### config.mk
export PLATFORM = sky130hd
export DESIGN_NAME = analog_node_reset_config
export DESIGN_NICKNAME = d
export VERILOG_FILES = /design/src/inc/anode_cfg_pkg.sv /design/src/inc/rst_timer_if.sv /design/src/hdl/analog_node_reset_config.sv /design/src/hdl/reset_timer.sv
export SDC_FILE = /design/constraint.sdc
export NUM_CORES = 1
export LEC_CHECK = 0
export BUFFER_PORTS_ARGS = -buffer_cell sky130_fd_sc_hd__buf_2
export CAP_MARGIN = 20
export CORE_MARGIN = 2
export CORE_UTILIZATION = 50
export DETAILED_ROUTE_END_ITERATION = 8
export HOLD_SLACK_MARGIN = 0.15
export PLACE_DENSITY = 0.71
export SETUP_SLACK_MARGIN = 0.2
export SYNTH_ARGS = -nofsm -noshare
export SYNTH_HDL_FRONTEND = slang
export SYNTH_HIERARCHICAL = 1
export SYNTH_SLANG_ARGS = --single-unit
### constraint.sdc
create_clock -name i_ref_clk -period 8.35 [get_ports i_ref_clk]
set_input_delay 0.4175 -clock i_ref_clk [delete_from_list [all_inputs] [get_ports i_ref_clk]]
set_output_delay 0.4175 -clock i_ref_clk [all_outputs]
set_load 0.01 [all_outputs]
### src/inc/anode_cfg_pkg.sv
/*
 * Shared constants for the analogue node configuration and reset block:
 * register numbers, field positions, reset values and timing counts.
 * Assumes register numbers arrive unscaled on the configuration request port.
 */
package anode_cfg_pkg;
  localparam int unsigned ADDR_W          = 16;
  localparam int unsigned CNT_W           = 20;
  localparam int unsigned MS_W            = 17;

  // Register numbers as carried in configuration packets
  localparam logic [15:0] REG_NODE_SETUP  = 16'h0004;
  localparam logic [15:0] REG_NODE_IDENT  = 16'h0005;
  localparam logic [15:0] REG_RESET_MODE  = 16'h0050;
  localparam logic [15:0] REG_OSC_FREQ    = 16'h0051;

  // Field positions
  localparam int unsigned SETUP_LOCK_BIT  = 31;
  localparam int unsigned SETUP_HDR_BIT   = 0;
  localparam int unsigned IDENT_MSB       = 15;
  localparam int unsigned RM_SYS_BIT      = 0;
  localparam int unsigned RM_TILE_BIT     = 1;
  localparam int unsigned RM_MODE_LSB     = 16;
  localparam int unsigned RM_MODE_MSB     = 17;
  localparam int unsigned RM_TRI_BIT      = 24;
  localparam int unsigned FREQ_MSB        = 6;

  // Reset values and accepted frequency range
  localparam logic        HDR_RESET       = 1'h0;
  localparam logic [15:0] IDENT_RESET     = 16'h0000;
  localparam logic [1:0]  MODE_RESET      = 2'h0;
  localparam logic        TRI_RESET       = 1'h0;
  localparam logic [6:0]  FREQ_RESET      = 7'h19;
  localparam logic [31:0] FREQ_MIN        = 32'h0000_0005;
  localparam logic [31:0] FREQ_MAX        = 32'h0000_0064;

  // Timing
  localparam int unsigned CLK_PERIOD_NS   = 100;
  localparam logic [19:0] SYS_RST_CYCLES  = 20'h8_0000;
  localparam int unsigned TILE_RST_US     = 64;
  localparam int unsigned US_PER_MS       = 1000;

  // Synchroniser lanes for the reset sources
  localparam int unsigned SRC_N           = 5;
  localparam int unsigned SRC_EXT_B       = 0;
  localparam int unsigned SRC_BROWNOUT    = 1;
  localparam int unsigned SRC_WDOG        = 2;
  localparam int unsigned SRC_SLEEP       = 3;
  localparam int unsigned SRC_CLKCHG      = 4;
endpackage : anode_cfg_pkg

### src/inc/rst_timer_if.sv
/*
 * Carrier between the reset controller and a reset length timer.
 * Assumes both ends share the oscillator clock.
 */
`timescale 1ns/100ps
interface rst_timer_if;
  logic        start;
  logic [19:0] length;
  logic        active;

  modport owner (output start, output length, input active);
  modport timer (input start, input length, output active);
endinterface : rst_timer_if

### src/hdl/analog_node_reset_config.sv
/*
 * Analogue node configuration registers and system / tile reset generation.
 * Assumes configuration read and write requests decoded from link packets,
 * one request per cycle, and reset sources that are asynchronous to the clock.
 */
//
// Functional notes
// - Lock bit blocks setup and link writes
// - Setup bit 0 selects header size
// - Sixteen-bit node identifier, resets to zero
// - Pin, brownout, watchdog raise system reset
// - System reset wide; tile reset tile only
// - System reset lasts 524,288 oscillator cycles
// - Write bit 1 starts tile reset
// - Write bit 0 starts system reset
// - Reset writes never send a response
// - Mode pins bits 17:16, tristate bit 24
// - Frequency field 6:0, resets to 25
// - Out-of-range frequency ignored and negatively acknowledged
// - Tile reset and ticks follow frequency
`timescale 1ns/100ps
module analog_node_reset_config
  import anode_cfg_pkg::*;
#(
  parameter logic [19:0] SYS_RST_LEN = SYS_RST_CYCLES
)(
  input  wire logic              i_ref_clk,
  input  wire logic              i_rst_b,
  input  wire logic              i_cfg_valid,
  input  wire logic              i_cfg_write,
  input  wire logic              i_cfg_resp_req,
  input  wire logic [ADDR_W-1:0] i_cfg_addr,
  input  wire logic [31:0]       i_cfg_wdata,
  input  wire logic              i_ext_rst_b,
  input  wire logic              i_brownout,
  input  wire logic              i_wdog_expire,
  input  wire logic              i_sleep_seq,
  input  wire logic              i_clk_src_change,
  output logic                   o_cfg_ack,
  output logic                   o_cfg_nack,
  output logic [31:0]            o_cfg_rdata,
  output logic                   o_hdr_one_byte,
  output logic [15:0]            o_node_ident,
  output logic                   o_link_ctrl_locked,
  output logic [1:0]             o_mode_pins,
  output logic                   o_mode_pins_oe,
  output logic [6:0]             o_osc_freq_mhz,
  output logic                   o_ms_tick,
  output logic                   o_sys_rst_b,
  output logic                   o_tile_rst_b
);

  ////////////////////////////////////////////////////////////////////////////
  // Reset source synchronisers

  logic [SRC_N-1:0] src_raw;
  logic [SRC_N-1:0] src_meta;
  logic [SRC_N-1:0] src_sync;

  assign src_raw = {i_clk_src_change, i_sleep_seq, i_wdog_expire, i_brownout, i_ext_rst_b};

  // Reset to zero: the pin lane then reads as asserted, so power-up gives a full reset
  for (genvar g = 0; g < SRC_N; g++) begin : g_sync
    always_ff @(posedge i_ref_clk or negedge i_rst_b) begin
      if (!i_rst_b) begin
        src_meta[g] <= 1'h0;
        src_sync[g] <= 1'h0;
      end else begin
        src_meta[g] <= src_raw[g];
        src_sync[g] <= src_meta[g];
      end
    end
  end

  ////////////////////////////////////////////////////////////////////////////
  // Request decode

  logic wr_setup;
  logic wr_ident;
  logic wr_reset;
  logic wr_freq;
  logic hit;
  logic freq_ok;
  logic rst_write;
  logic sys_active;
  logic tile_active;
  logic lock;
  logic hdr_mode;
  logic [15:0] ident;
  logic [1:0]  mode_pins;
  logic        mode_tri;
  logic [6:0]  freq;

  assign hit = (i_cfg_addr == REG_NODE_SETUP) || (i_cfg_addr == REG_NODE_IDENT) ||
               (i_cfg_addr == REG_RESET_MODE) || (i_cfg_addr == REG_OSC_FREQ);
  // Writes are dropped while the system reset holds the registers
  assign wr_setup = i_cfg_valid && i_cfg_write && !sys_active &&
                    (i_cfg_addr == REG_NODE_SETUP) && !lock;
  assign wr_ident = i_cfg_valid && i_cfg_write && !sys_active && (i_cfg_addr == REG_NODE_IDENT);
  assign wr_reset = i_cfg_valid && i_cfg_write && !sys_active && (i_cfg_addr == REG_RESET_MODE);
  assign freq_ok  = (i_cfg_wdata >= FREQ_MIN) && (i_cfg_wdata <= FREQ_MAX);
  assign wr_freq  = i_cfg_valid && i_cfg_write && !sys_active &&
                    (i_cfg_addr == REG_OSC_FREQ) && freq_ok;
  // Silent even while a system reset runs and the write itself is dropped
  assign rst_write = i_cfg_valid && i_cfg_write && (i_cfg_addr == REG_RESET_MODE) &&
                     (i_cfg_wdata[RM_SYS_BIT] || i_cfg_wdata[RM_TILE_BIT]);

  ////////////////////////////////////////////////////////////////////////////
  // Configuration registers, cleared by the system reset

  always_ff @(posedge i_ref_clk or negedge i_rst_b) begin
    if (!i_rst_b) begin
      lock     <= 1'h0;
      hdr_mode <= HDR_RESET;
    end else if (sys_active) begin
      lock     <= 1'h0;
      hdr_mode <= HDR_RESET;
    end else if (wr_setup) begin
      lock     <= i_cfg_wdata[SETUP_LOCK_BIT];
      hdr_mode <= i_cfg_wdata[SETUP_HDR_BIT];
    end
  end

  always_ff @(posedge i_ref_clk or negedge i_rst_b) begin
    if (!i_rst_b) begin
      ident <= IDENT_RESET;
    end else if (sys_active) begin
      ident <= IDENT_RESET;
    end else if (wr_ident) begin
      ident <= i_cfg_wdata[IDENT_MSB:0];
    end
  end

  always_ff @(posedge i_ref_clk or negedge i_rst_b) begin
    if (!i_rst_b) begin
      mode_pins <= MODE_RESET;
      mode_tri  <= TRI_RESET;
    end else if (sys_active) begin
      mode_pins <= MODE_RESET;
      mode_tri  <= TRI_RESET;
    end else if (wr_reset) begin
      mode_pins <= i_cfg_wdata[RM_MODE_MSB:RM_MODE_LSB];
      mode_tri  <= i_cfg_wdata[RM_TRI_BIT];
    end
  end

  always_ff @(posedge i_ref_clk or negedge i_rst_b) begin
    if (!i_rst_b) begin
      freq <= FREQ_RESET;
    end else if (sys_active) begin
      freq <= FREQ_RESET;
    end else if (wr_freq) begin
      freq <= i_cfg_wdata[FREQ_MSB:0];
    end
  end

  ////////////////////////////////////////////////////////////////////////////
  // Responses: one cycle after the request, only for this block's registers

  always_ff @(posedge i_ref_clk or negedge i_rst_b) begin
    if (!i_rst_b) begin
      o_cfg_ack  <= 1'h0;
      o_cfg_nack <= 1'h0;
    end else begin
      o_cfg_ack  <= 1'h0;
      o_cfg_nack <= 1'h0;
      if (i_cfg_valid && hit && i_cfg_resp_req && !rst_write) begin
        if (!i_cfg_write) begin
          o_cfg_ack  <= 1'h1;
        end else if (sys_active || (!freq_ok && i_cfg_addr == REG_OSC_FREQ) ||
                     (lock && i_cfg_addr == REG_NODE_SETUP)) begin
          o_cfg_nack <= 1'h1;
        end else begin
          o_cfg_ack  <= 1'h1;
        end
      end
    end
  end

  // Reset bits are write-only and read back as zero, so they self-clear
  always_ff @(posedge i_ref_clk or negedge i_rst_b) begin
    if (!i_rst_b) begin
      o_cfg_rdata <= 32'h0000_0000;
    end else if (i_cfg_valid && !i_cfg_write) begin
      o_cfg_rdata <= 32'h0000_0000;
      unique case (i_cfg_addr)
        REG_NODE_SETUP: begin
          o_cfg_rdata[SETUP_LOCK_BIT] <= lock;
          o_cfg_rdata[SETUP_HDR_BIT]  <= hdr_mode;
        end
        REG_NODE_IDENT: o_cfg_rdata[IDENT_MSB:0] <= ident;
        REG_RESET_MODE: begin
          o_cfg_rdata[RM_MODE_MSB:RM_MODE_LSB] <= mode_pins;
          o_cfg_rdata[RM_TRI_BIT]              <= mode_tri;
        end
        REG_OSC_FREQ:   o_cfg_rdata[FREQ_MSB:0] <= freq;
        default:        o_cfg_rdata <= 32'h0000_0000;
      endcase
    end
  end

  ////////////////////////////////////////////////////////////////////////////
  // Reset generation

  rst_timer_if sys_if ();
  rst_timer_if tile_if ();

  assign sys_if.length = SYS_RST_LEN;
  assign sys_if.start  = !src_sync[SRC_EXT_B] || src_sync[SRC_BROWNOUT] ||
                         src_sync[SRC_WDOG] ||
                         (wr_reset && i_cfg_wdata[RM_SYS_BIT]);
  // Tile reset length scales with the programmed oscillator frequency
  assign tile_if.length = CNT_W'(freq * TILE_RST_US);
  assign tile_if.start  = src_sync[SRC_SLEEP] || src_sync[SRC_CLKCHG] ||
                          (wr_reset && i_cfg_wdata[RM_TILE_BIT]);

  reset_timer u_sys_timer (
    .i_ref_clk (i_ref_clk),
    .i_rst_b   (i_rst_b),
    .tmr       (sys_if)
  );

  reset_timer u_tile_timer (
    .i_ref_clk (i_ref_clk),
    .i_rst_b   (i_rst_b),
    .tmr       (tile_if)
  );

  assign sys_active  = sys_if.active;
  assign tile_active = tile_if.active;

  // A system reset also holds the tile; a tile reset leaves the system alone
  always_ff @(posedge i_ref_clk or negedge i_rst_b) begin
    if (!i_rst_b) begin
      o_sys_rst_b  <= 1'h0;
      o_tile_rst_b <= 1'h0;
    end else begin
      // Start counts as active, else both outputs blink high on the first edge after power-on
      o_sys_rst_b  <= !(sys_active || sys_if.start);
      o_tile_rst_b <= !(sys_active || sys_if.start || tile_active);
    end
  end

  ////////////////////////////////////////////////////////////////////////////
  // Millisecond tick for watchdog and sleep clock, from the frequency setting

  logic [MS_W-1:0] ms_count;
  logic [MS_W-1:0] ms_limit;

  assign ms_limit = MS_W'(freq * US_PER_MS) - 17'h00001;

  always_ff @(posedge i_ref_clk or negedge i_rst_b) begin
    if (!i_rst_b) begin
      ms_count  <= '0;
      o_ms_tick <= 1'h0;
    end else if (ms_count >= ms_limit) begin
      ms_count  <= '0;
      o_ms_tick <= 1'h1;
    end else begin
      ms_count  <= ms_count + 17'h00001;
      o_ms_tick <= 1'h0;
    end
  end

  assign o_hdr_one_byte     = hdr_mode;
  assign o_node_ident       = ident;
  assign o_link_ctrl_locked = lock;
  assign o_mode_pins        = mode_pins;
  assign o_mode_pins_oe     = !mode_tri;
  assign o_osc_freq_mhz     = freq;
endmodule : analog_node_reset_config

### src/hdl/reset_timer.sv
/*
 * Retriggerable reset length counter.
 * Assumes length is stable while start is high; runs on the oscillator clock.
 */
`timescale 1ns/100ps
module reset_timer
  import anode_cfg_pkg::*;
(
  input  wire logic  i_ref_clk,
  input  wire logic  i_rst_b,
  rst_timer_if.timer tmr
);
  logic [CNT_W-1:0] count;

  // Active for exactly length cycles after the last start
  always_ff @(posedge i_ref_clk or negedge i_rst_b) begin
    if (!i_rst_b) begin
      count <= '0;
    end else if (tmr.start) begin
      count <= tmr.length;
    end else if (count != '0) begin
      count <= count - 20'h00001;
    end
  end

  assign tmr.active = (count != '0);
endmodule : reset_timer

Yosys cells after proc, flatten, opt, wreduce, memory -nomap -nowiden

Index checks and enable logic that the tools add are counted.

Flip-flop bits (word level): 120
Word-level logic and storage cells: 116

Add/subtract/negate cells: 4
Multipliers: 1
Order comparisons: 3
Equal/unequal tests: 4
Muxes and demuxes: 30
Reduce and logical (&&, ||, !) cells: 49

Operators with widths:

| kind                    | number |
|---|---|
| $mux W20                | 4 |
| $reduce_bool A20 Y1     | 2 |
| $sub A20 B1 Y20 const B | 2 |
| $eq A16 B3 Y1 const B   | 2 |
| $eq A16 B7 Y1 const B   | 2 |
| $ge A32 B3 Y1 const B   | 1 |
| $le A32 B7 Y1 const B   | 1 |
| $mux W16                | 2 |
| $logic_and A1 B1 Y1     | 19 |
| $add A17 B1 Y17 const B | 1 |
| $ge A17 B17 Y1          | 1 |
| $mux W17                | 1 |
| $sub A17 B1 Y17 const B | 1 |
| $mux W1                 | 15 |
| $mul A7 B7 Y14 const B  | 1 |
| $mux W7                 | 2 |
| $logic_or A1 B1 Y1      | 13 |
| $pmux W6 S2             | 1 |
| $reduce_bool A2 Y1      | 6 |
| $logic_not A1 Y1        | 9 |
| $mux W9                 | 1 |
| $mux W2                 | 3 |
| $pmux W1 S3             | 1 |

Longest topological paths before layout

Gate-level depths: netlist of run 1.

Word-level depth: 9
Depth in mapped cells: 23
Mapped depth without buffers: 21

Modules after synthesis

The synthesis of run 1 kept the hierarchy.

Modules (own cells, without submodules):

| module                   | times used | cells each | area each (µm²) | sequential area each (µm²) |
|---|---|---|---|---|
| analog_node_reset_config | 1          | 578        | 5457.7          | 2005.7 |
| reset_timer              | 2          | 158        | 1332.5          | 500.5 |

Least setup slack after synthesis of run 1

No wires, ideal clock.

Path type: reg-to-reg
From: register freq[0], in the netlist o_osc_freq_mhz[0]
To: register ms_count[10]
Setup time: 0.132 ns
Arrival: 5.880 ns
Path slack: 2.338 ns
Cell stages (with the launch flop): 20
Path buffers: 2
Clock period less this slack: 6.012 ns
Cells stage by stage: dfstp_2 > fa_1 > fa_1 > inv_1 > fa_1 > fa_1 > inv_1 > ha_1 > clkbuf_1 > and3_1 > a2111oi_2 > nor3_1 > nor3_1 > o2111ai_1 > xnor2_1 > ha_1 > nand4_1 > o31ai_1 > clkbuf_1 > nor2_1

Word-level cells in the longest chain between the ends: 4

RTL lines:

| what                   | RTL line                        | RTL |
|---|---|---|
| start, declared        | analog_node_reset_config.sv:92  | `logic [6:0] freq;` |
| start signal, assigned | analog_node_reset_config.sv:153 | `freq <= i_cfg_wdata[FREQ_MSB:0];` |
| $mul A7 B7 Y14         | analog_node_reset_config.sv:250 | `assign ms_limit = MS_W'(freq * US_PER_MS) - 17'h00001;` |
| $sub A17 B1 Y17        | analog_node_reset_config.sv:250 |  |
| $ge A17 B17 Y1         | analog_node_reset_config.sv:256 | `end else if (ms_count >= ms_limit) begin` |
| $mux W17               | analog_node_reset_config.sv:256 |  |
| end signal, assigned   | analog_node_reset_config.sv:260 | `ms_count <= ms_count + 17'h00001;` |
| end, declared          | analog_node_reset_config.sv:247 | `logic [MS_W-1:0] ms_count;` |

Every way passes these cells.
A chain may end at the register's enable or synchronous reset.

Worst setup path in the final report of run 1

From: register freq[0], in the netlist o_osc_freq_mhz[0]
To: register ms_count[6]

Same word-level chain as after synthesis.

==> results.ini, run 1 <==
[timing]
fin_crit_ns = 6.06
fin_worst_skew_ns = 0.00719
fin_setup_tns_ns = 0
rsz0062_at_grt = no
setup_viol = 0
fin_crit_sh = 0.725
max_freq_ghz = 0.165
hold_viol = 0
maxSlewViolCount = 0
tightest_slew_ns = 0.936
maxSlewHeadroom = 0.371
fin_hold_ws_ns = 0.226

[worst_setup_path]
crit_chain = fa_1 > fa_1 > inv_1 > fa_1 > fa_1 > inv_1 > ha_1 > and3_1 > a2111oi_2 > nor3_1 > nor3_1 > o2111ai_1 > xnor2_1 > ha_1 > nand4_1 > o31ai_2 > buf_6 > nor2_1
cp-start-kind = register
worst_path_largest_cell_delay_ns = 0.69
critPathBufInv = 3
critPathCaptureType = register
cp_top_family = adder cells
path_class = register to register
ff2ff_path_depth = 18
cpMostUsedCell = fa_1
cp.arrival_ns = 6.36
required_ns = 8.65
r2r-start = o_osc_freq_mhz[0]
timing.rr.end = ms_count[6]
reg2reg_slack_ns = 2.29
slowest_stage = dfstp_2
critPathMaxFanout = 12

[global_route]
antenna_found_initial = 0
grt_max_degree = 68
grt-ovfl-total = 0
grt_first_pass_wirelength_mm = 32.5
grt_usage = 0.228
grt_pass1_vias = 6658

[placed_design]
dpl.hpwl_mm = 13.9
place_congestion = 0.827
port_buffers = 110

[die]
start_util = 0.511
die-area_um2 = 17300
ios = 123
std_cell_rows = 46
die_h_um = 131
die_x_um = 131
core_um2 = 15900

[routing]
ant_nets = 0
vias = 6949
drcViolationCount = 0
vias_per_cell = 5.53
wirelength_mm = 19.4
drtPass1Iterations = 5
routedWlPerCell_um = 15.4
dr.first_iter.drc_count = 485

[outcome]
status = finished, final reports clean

[cts]
cts_sinks = 120
cts_made_buffers = 17
cts_tree = done
cts_max_path_buffers = 2
path_clk_slew_ns = 0.06
cts-root-buf = clkbuf_16
htreeDepth = 4
clk_latency_ns = 0.42

[power]
power_w = 0.00150
vdd_drop_max_uv = 133
leakagePower_nw = 4.47
powerDensity_nw_per_um2 = 156

[yosys]
netlist_instances = 894
synth_edf_count = 0
yosysWarnings = 6
netlist_area_um2 = 8120
yosys.area.top_type_share = 0.360
synth_ff_type = dfrtp_1
ys_seq_area_frac = 0.370
async_reset_ff_frac = 1.00
yosys.area.top_type = dfrtp_1
synth_cell_types = 68
yosys-top-cells-area = dfrtp_1 (36%), ha_1 (8.3%), fa_1 (4.4%), nand2_1 (4.3%), nor2_1 (4.0%)
avgSynthCellArea_um2 = 9.09
synth-seq-cells = 120

[final_layout]
area_delta_synth_final_pct = 18.4
seq_area_um2 = 3010
fillers = 1393
final_common_cell = dfrtp_1
finish.net_count = 1158
diodes = 0
final_cell_mix = dfrtp_1 (117), buf_2 (109), nand2_1 (94), nor2_1 (86), ha_1 (54)
multi_input_area_um2 = 4810
drive_gt1_frac = 0.165
fin_util = 0.605

[min_path]
hold_end = mode_tri
min_path_cells = 3
min_from = i_cfg_wdata[24]
min_path_type = input port to register

[flow_run]
cap_violations = 0

==> worst reg2reg max path, stage by stage (launching register included) <==
cell and delay, ns:
dfstp_2 0.69, fa_1 0.49, fa_1 0.52, inv_1 0.05
fa_1 0.47, fa_1 0.51, inv_1 0.04, ha_1 0.40
and3_1 0.22, a2111oi_2 0.51, nor3_1 0.12, nor3_1 0.28
o2111ai_1 0.19, xnor2_1 0.16, ha_1 0.30, nand4_1 0.15
o31ai_2 0.56, buf_6 0.23, nor2_1 0.06
==> per-stage QoR <==
stage                     setup slack (ns)  instance area, um2  std cells
after global routing                  1.90                9610       1257
after CTS                             2.25                9560       1255
after detailed placement              2.27                8870       1217
final                                 2.29                9610       1257
after global placement                2.03                8860       1216
after floorplan                       2.34                8280        937
==> per-layer routing <==
layer  share of wire  GRT usage  up-vias
li1                -          -     3427
met1            0.47      0.316     3313
met2            0.47      0.357      184
met3           0.047     0.0513       25
met4           0.016     0.0713        0
met5               0          0        -
==> cell usage after synthesis, types with 16 or more instances <==
cell type    n
dfrtp_1    117
nand2_1     94
nor2_1      86
ha_1        54
inv_1       50
o21ai_0     39
nand2b_1    30
a21oi_1     29
nand3_1     28
o31ai_1     27
clkbuf_1    24
xor2_1      23
xnor2_1     20
nor3_1      19
a31oi_1     18
fa_1        18
o21ai_1     18
nor4_1      16
==> power breakdown <==
part	internal, W	leakage, nW	switching (W)
Clock	0.000501	0.293	0.000281
Sequential	0.000598	1.54	0.0000218
Combinational	0.0000380	2.63	0.0000601
Total	0.00114	4.47	0.000363
==> area by class of cell <==
| type | instances | area share |
|---|---|---|
| Inverter | 50 | 0.0195 |
| Clock buffer | 18 | 0.0446 |
| Tap cell | 216 | 0.0281 |
| Clock inverter | 14 | 0.0207 |
| Sequential cell | 120 | 0.313 |
| Timing Repair Buffer | 123 | 0.0738 |
| Multi-Input combinational cell | 716 | 0.501 |
==> sequential cells by signal, summed over array words and instances (netlist names) <==
name / cells
o_sys_rst_b: 1
mode_tri: 1
o_link_ctrl_locked: 1
src_sync: 5
o_hdr_one_byte: 1
o_tile_rst_b: 1
o_ms_tick: 1
src_meta: 5
u_sys_timer/count: 20
o_mode_pins: 2
ms_count: 17
u_tile_timer/count: 20
o_cfg_rdata: 20
o_node_ident: 16
o_osc_freq_mhz: 7
o_cfg_ack: 1
o_cfg_nack: 1
==> worst max path at each step <==
stage                       from            to  slack [ns]  depth (start not counted)
4_1_cts        o_osc_freq_mhz[0]   ms_count[6]        2.25                         18
5_1_grt        o_osc_freq_mhz[0]   ms_count[3]        1.90                         18
2_1_floorplan  o_osc_freq_mhz[0]  ms_count[10]        2.34                         19
3_3_place_gp   o_osc_freq_mhz[0]   ms_count[2]        2.03                         17
6_report       o_osc_freq_mhz[0]   ms_count[6]        2.29                         18
3_5_place_dp   o_osc_freq_mhz[0]   ms_count[6]        2.27                         18
==> repair_timing <==
| action | CTS | global route |
|---|---|---|
| buffers inserted | 0 | 0 |
| resized for setup | 0 | 0 |
| endpoints found under the hold margin | 57 | 0 |
| hold buffers | 6 | 0 |
==> logic make-up after synthesis <==
| logic type | Yosys count | share of synthesized area |
|---|---|---|
| flip-flops | 120 | 0.370 |
| AO/OA/AOI/OAI | 195 | 0.158 |
| AND/OR/NAND/NOR | 354 | 0.229 |
| other | 2 | 0.000925 |
| buffers and inverters | 101 | 0.0579 |
| XOR/XNOR | 43 | 0.0464 |
| adder cells (fa/ha/maj) | 72 | 0.128 |
| multiplexers | 7 | 0.00940 |
No activity file was read; power rests on OpenSTA's default activity.
==> run 2, diff against run 1 <==
- clock period: 8.35 -> 5.6 ns (I/O delays scaled with it)
==> run 2 against run 1 <==
  * Worst hold slack got worse by 0.058 ns
  * Combinational power increased by 60%
  * Die area unchanged
  * Via count increased by 4.1%
  * Sequential share of layout area decreased by 2.2 points
  * Sequential cell count unchanged
  * Clock skew increased by 0.011 ns
  * Global-route usage increased by 1.8 points
  * Critical path depth increased by 3
  * Register-to-register slack got worse by 2.1 ns
  * Fmax increased by 12%
  * Final cell count increased by 4.1%
==> results.ini, run 2 (synthesized netlist as in run 1, its figures left out) <==
[outcome]
status = finished, final reports clean

[final_layout]
fillers = 1285
largestRegisters = o_cfg_rdata: 20 flops, u_sys_timer/count: 20 flops, u_tile_timer/count: 20 flops
area_delta_synth_final_pct = 27.2
seq_area_um2 = 3010
diodes = 0
finish.net_count = 1210
drive_gt1_frac = 0.232
design_area_um2 = 10300
multi_input_area_um2 = 5110
final_cell_mix = dfrtp_1 (116), buf_2 (109), nand2_1 (94), nor2_1 (75), ha_1 (46)
final_common_cell = dfrtp_1

[die]
die_h_um = 131
die-area_um2 = 17300
start_util = 0.511
core_um2 = 15900
std_cell_rows = 46
die_x_um = 131
ios = 123

[timing]
maxSlewHeadroom = 0.315
tightest_slew_ns = 1.03
maxSlewViolCount = 0
fin_worst_skew_ns = 0.0179
fin_crit_ns = 5.39
fin_hold_ws_ns = 0.168
setup_viol = 0
fin_crit_sh = 0.963
hold_viol = 0
setup_ws_ns = 0.207
max_freq_ghz = 0.185
rsz0062_at_grt = yes

[worst_setup_path]
critPathCaptureType = register
critPathMaxFanout = 5
critPathBufInv = 3
slowest_stage = fa_2
crit_chain = inv_2 > fa_1 > inv_1 > fa_1 > fa_2 > ha_4 > ha_4 > nor4b_4 > nand3_1 > or4b_4 > a21oi_4 > o21ai_2 > xnor2_1 > ha_1 > a21o_1 > a21o_1 > a21oi_2 > o21a_1 > o31ai_4 > clkbuf_16 > nor2_4
cp.arrival_ns = 5.74
cp_top_family = adder cells
worst-path-stages = 21
worst_path_largest_cell_delay_ns = 0.58
path_class = register to register
ff2ff_path_depth = 21
r2r-start = o_osc_freq_mhz[3]
reg2reg_slack_ns = 0.21
required_ns = 5.95
timing.rr.end = ms_count[9]
cp-start-kind = register

[min_path]
hold_end = o_cfg_ack
min_path_type = input port to register
min_path_cells = 3
min_from = i_cfg_valid

[cts]
cts_tree = done
path_clk_slew_ns = 0.06
cts_max_path_buffers = 2
cts-root-buf = clkbuf_16
cts_made_buffers = 17
htreeDepth = 4
cts_sinks = 120
clk_latency_ns = 0.42

[placed_design]
port_buffers = 110
place_congestion = 0.821
dpl.hpwl_mm = 14.4
placed_area_um2 = 9070
post-place-ws_ns = -0.102

[routing]
vias = 7236
vias_per_cell = 5.53
drcViolationCount = 0
dr.first_iter.drc_count = 452
wirelength_mm = 21.2
ant_nets = 0
routedWlPerCell_um = 16.2
drtPass1Iterations = 6

[power]
leakagePower_nw = 4.72
powerDensity_nw_per_um2 = 215
vdd_drop_max_uv = 248

[global_route]
grt-ovfl-total = 0
grt_usage = 0.246
grt_first_pass_wirelength_mm = 34.9
grt_max_degree = 75
antenna_found_initial = 0
grt_pass1_vias = 7089

[flow_run]
cap_violations = 0

run 2: cell count changes in the layout (fill, tap and decap cells not counted), moves of 5 or more:
cell           change
nor2_1            -11
inv_1              -6
inv_2              +6
nor2_2             +6
buf_4             +33
nor2_4             +5
ha_1               -8
ha_4               +7
dlygate4sd3_1     +18
run 2: worst min-delay path, stage by stage:
cell	delay [ns]
buf_2	0.11
nand4_1	0.08
nor2b_1	0.06
run 2: metal layers:
layer  part of all wire  up-vias  GRT usage
li1                   -     3523          -
met1               0.43     3457      0.320
met2               0.50      207      0.409
met3              0.042       49     0.0494
met4              0.028        0     0.0894
met5                  0        -          0
run 2: layout make-up:
type | instances | share of cell area
multi-input cells | 716 | 0.495
flip-flops and latches | 120 | 0.291
repair buffers | 175 | 0.110
clock buffers | 18 | 0.0415
well taps | 216 | 0.0261
clock inverters | 14 | 0.0182
inverters | 50 | 0.0182
run 2: timing repair:
item / in CTS / in global routing
cloned: 0 / 2
pin swaps: 2 / 16
hold endpoints to repair: 72 / 0
endpoints found under the setup margin: 18 / 18
hold buffers: 24 / 0
resized for setup: 12 / 46
setup buffers: 8 / 4
run 2: worst max path at each step:
| stage | startpoint | to | slack (ns) |
|---|---|---|---|
| 3_5_place_dp | o_osc_freq_mhz[2] | ms_count[10] | -0.10 |
| 6_report | o_osc_freq_mhz[3] | ms_count[9] | 0.21 |
| 2_1_floorplan | o_osc_freq_mhz[3] | ms_count[10] | 0.20 |
| 3_3_place_gp | o_osc_freq_mhz[2] | ms_count[5] | 0.02 |
| 5_1_grt | o_osc_freq_mhz[3] | ms_count[6] | 0.05 |
| 4_1_cts | o_osc_freq_mhz[0] | ms_count[11] | 0.21 |
run 2: report_power, final:
group	switching [W]	internal [W]	leakage (nW)
sequential	0.0000330	0.000892	1.54
clock	0.000432	0.000713	0.303
combinational	0.0000922	0.0000650	2.87
run 2: stage by stage:
step	util	setup TNS (ns)	total power (W)	instances
6_report	0.651	0	0.00223	1309
5_1_grt	0.651	0	0.00231	1309
4_1_cts	0.636	0	0.00224	1303
3_5_place_dp	0.571	-1.37	0.00108	1239
3_3_place_gp	0.571	0	0.00108	1239
2_1_floorplan	-	0	0.00103	937
==> run 3, diff against run 2 <==
- ABC_AREA: unset -> 1
==> run 3 against run 2 <==
  * Fmax rose by 6.5%
  * Clock power hardly changed
  * Largest power group unchanged
  * Count of clock-buffer cells in the layout unchanged
==> results.ini, run 3 <==
[die]
die_h_um = 136
ios = 123
std_cell_rows = 48
start_util = 0.509
die_x_um = 136
die-area_um2 = 18600
core_um2 = 17200

[worst_setup_path]
r2r-start = o_osc_freq_mhz[0]
required_ns = 5.94
crit_path_start = o_osc_freq_mhz[0]
cp-start-kind = register
critPathCaptureType = register
endpoint = ms_count[2]
ff2ff_path_depth = 20
reg2reg_slack_ns = 0.53
cp.arrival_ns = 5.40
path_class = register to register
timing.rr.end = ms_count[2]
critPathMaxFanout = 18

[routing]
dr.first_iter.drc_count = 500
drcViolationCount = 0
ant_nets = 0
vias_per_cell = 5.03
vias = 8012
drtPass1Iterations = 7
wirelength_mm = 21.7
routedWlPerCell_um = 13.6

[timing]
maxSlewHeadroom = 0.340
fin_setup_tns_ns = 0
hold_viol = 0
rsz0062_at_grt = no
fin_crit_ns = 5.07
tightest_slew_ns = 0.990
fin_crit_sh = 0.905
max_freq_ghz = 0.197
fin_worst_skew_ns = 0.00835
setup_viol = 0
setup_ws_ns = 0.534
maxSlewViolCount = 0

[yosys]
yosys.area.top_type = dfrtp_1
synth_ff_type = dfrtp_1
yosysWarnings = 6
synth-seq-cells = 120
avgSynthCellArea_um2 = 7.45
synth_mux_area_frac = 0.00229
synth-simple-area-share = 0.352
synth_cell_types = 52
netlist_instances = 1175
synth_common_cells = nand2_1 (325), inv_1 (145), nor2_1 (134)
synth_fa_ha_area_frac = 0.118
async_reset_ff_frac = 1.00
yosys.area.top_type_share = 0.335
synth-compound-area-share = 0.0661
synth_edf_count = 0
ys_seq_area_frac = 0.344
synth.most_common_cell = nand2_1
yosys-top-cells-area = dfrtp_1 (33%), nand2_1 (14%), ha_1 (7.7%), inv_1 (6.2%), nand3_1 (5.8%)
netlist_area_um2 = 8750
synth_xor_area_frac = 0.0309
synth_top_family_by_area = simple AND/OR/NAND/NOR gates

[placed_design]
place_congestion = 0.846
dpl.hpwl_mm = 15.9
dp_cells = 1534
port_buffers = 110
post-place-ws_ns = 0.401

[cts]
cts_max_path_buffers = 2
clk_latency_ns = 0.42
path_clk_slew_ns = 0.06
cts-root-buf = clkbuf_16
cts_sinks = 120
cts_tree = done
cts_made_buffers = 17
htreeDepth = 4

[power]
vdd_drop_max_uv = 236
leakagePower_nw = 5.57
powerDensity_nw_per_um2 = 215
power_w = 0.00226

[global_route]
grt_usage = 0.243
grt_first_pass_wirelength_mm = 35.8
grt_pass1_vias = 7448
antenna_found_initial = 0
grt_max_degree = 77
grt-ovfl-total = 0

[min_path]
min_path_type = input port to register

[final_layout]
finish.net_count = 1485
drive_gt1_frac = 0.175
area_delta_synth_final_pct = 20.1
final_cell_mix = nand2_1 (325), inv_1 (145), nor2_1 (134), dfrtp_1 (117), buf_2 (109)
final_common_cell = nand2_1
largestRegisters = o_cfg_rdata: 20 flops, u_sys_timer/count: 20 flops, u_tile_timer/count: 20 flops
diodes = 0
final-instance-count-excl-fill = 1593

[flow_run]
cap_violations = 0

[outcome]
status = finished, final reports clean

## run 3: cell types whose count changed in the layout (fill, tap and decap cells not counted), moves of 26 or more
cell	before	now
nand2b_1	30	0
nand3_1	28	101
inv_1	44	145
nor2_1	75	134
nand2_1	94	325
buf_4	38	12
## run 3: worst min path at each step
stage	cells past startpoint	endpoint	startpoint
finish	3	o_node_ident[8]	i_cfg_wdata[8]
global route	3	o_cfg_nack	i_cfg_valid
CTS	3	o_cfg_nack	i_cfg_valid
detailed placement	1	ms_count[16]	i_rst_b
global placement	0	src_sync[2]	src_meta[2]
floorplan	0	mode_tri	i_rst_b
## run 3: critical path: stages (launching register included)
cell,delay [ns]
dfstp_2,0.60
fa_1,0.46
fa_1,0.52
inv_1,0.06
fa_1,0.47
fa_1,0.52
inv_1,0.04
ha_1,0.33
or2_1,0.28
nand2_1,0.15
xor2_1,0.17
nand3_1,0.14
nor2_4,0.13
nand3_1,0.08
nand2_1,0.07
inv_1,0.04
ha_1,0.27
a21oi_1,0.16
o21a_1,0.18
nand2_4,0.14
nor2_1,0.14
## run 3: per-stage QoR
| stage | hold slack [ns] | util | area (um2) |
|---|---|---|---|
| floorplan | -0.0156 | - | 8910 |
| global placement | 0.333 | 0.561 | 9640 |
| detailed placement | 0.336 | 0.561 | 9640 |
| CTS | 0.153 | 0.608 | 10500 |
| global route | 0.156 | 0.612 | 10500 |
| finish | 0.158 | 0.612 | 10500 |
## run 3: power breakdown
group | internal (W) | switching (W)
registers | 0.000898 | 0.0000305
clock network | 0.000643 | 0.000469
logic | 0.0000774 | 0.000140
## run 3: cell families after synthesis
group	Yosys count
adders and majority gates	72
muxes	2
and+or+nand+nor	669
xor gates and xnor gates	30
buffers and inverters	181
other	2
AOI/OAI and AO/OA	99
DFF	120
## run 3: routing by layer
metal	routed length (um)	part of all wire	vias to the layer above	global-route usage
li1	-	-	4067	-
met1	10100	0.47	3688	0.335
met2	10000	0.46	221	0.382
met3	1120	0.052	36	0.0563
met4	446	0.021	0	0.0677
met5	0	0	-	0
## run 3: layout make-up
| class | instances | area, um2 |
|---|---|---|
| fill | 1576 | 6670 |
| clock inverter | 14 | 153 |
| multi-input combinational | 917 | 5160 |
| clock buffer | 18 | 439 |
| tap | 225 | 282 |
| inverter | 155 | 587 |
| sequential | 120 | 3010 |
| timing repair buffer | 144 | 876 |
## run 3: repair_timing
item	4_1_cts	5_1_grt
hold buffers	22	0
setup buffers	0	5
resized for setup	0	1
setup endpoints to repair	0	18
hold endpoints to repair	65	0
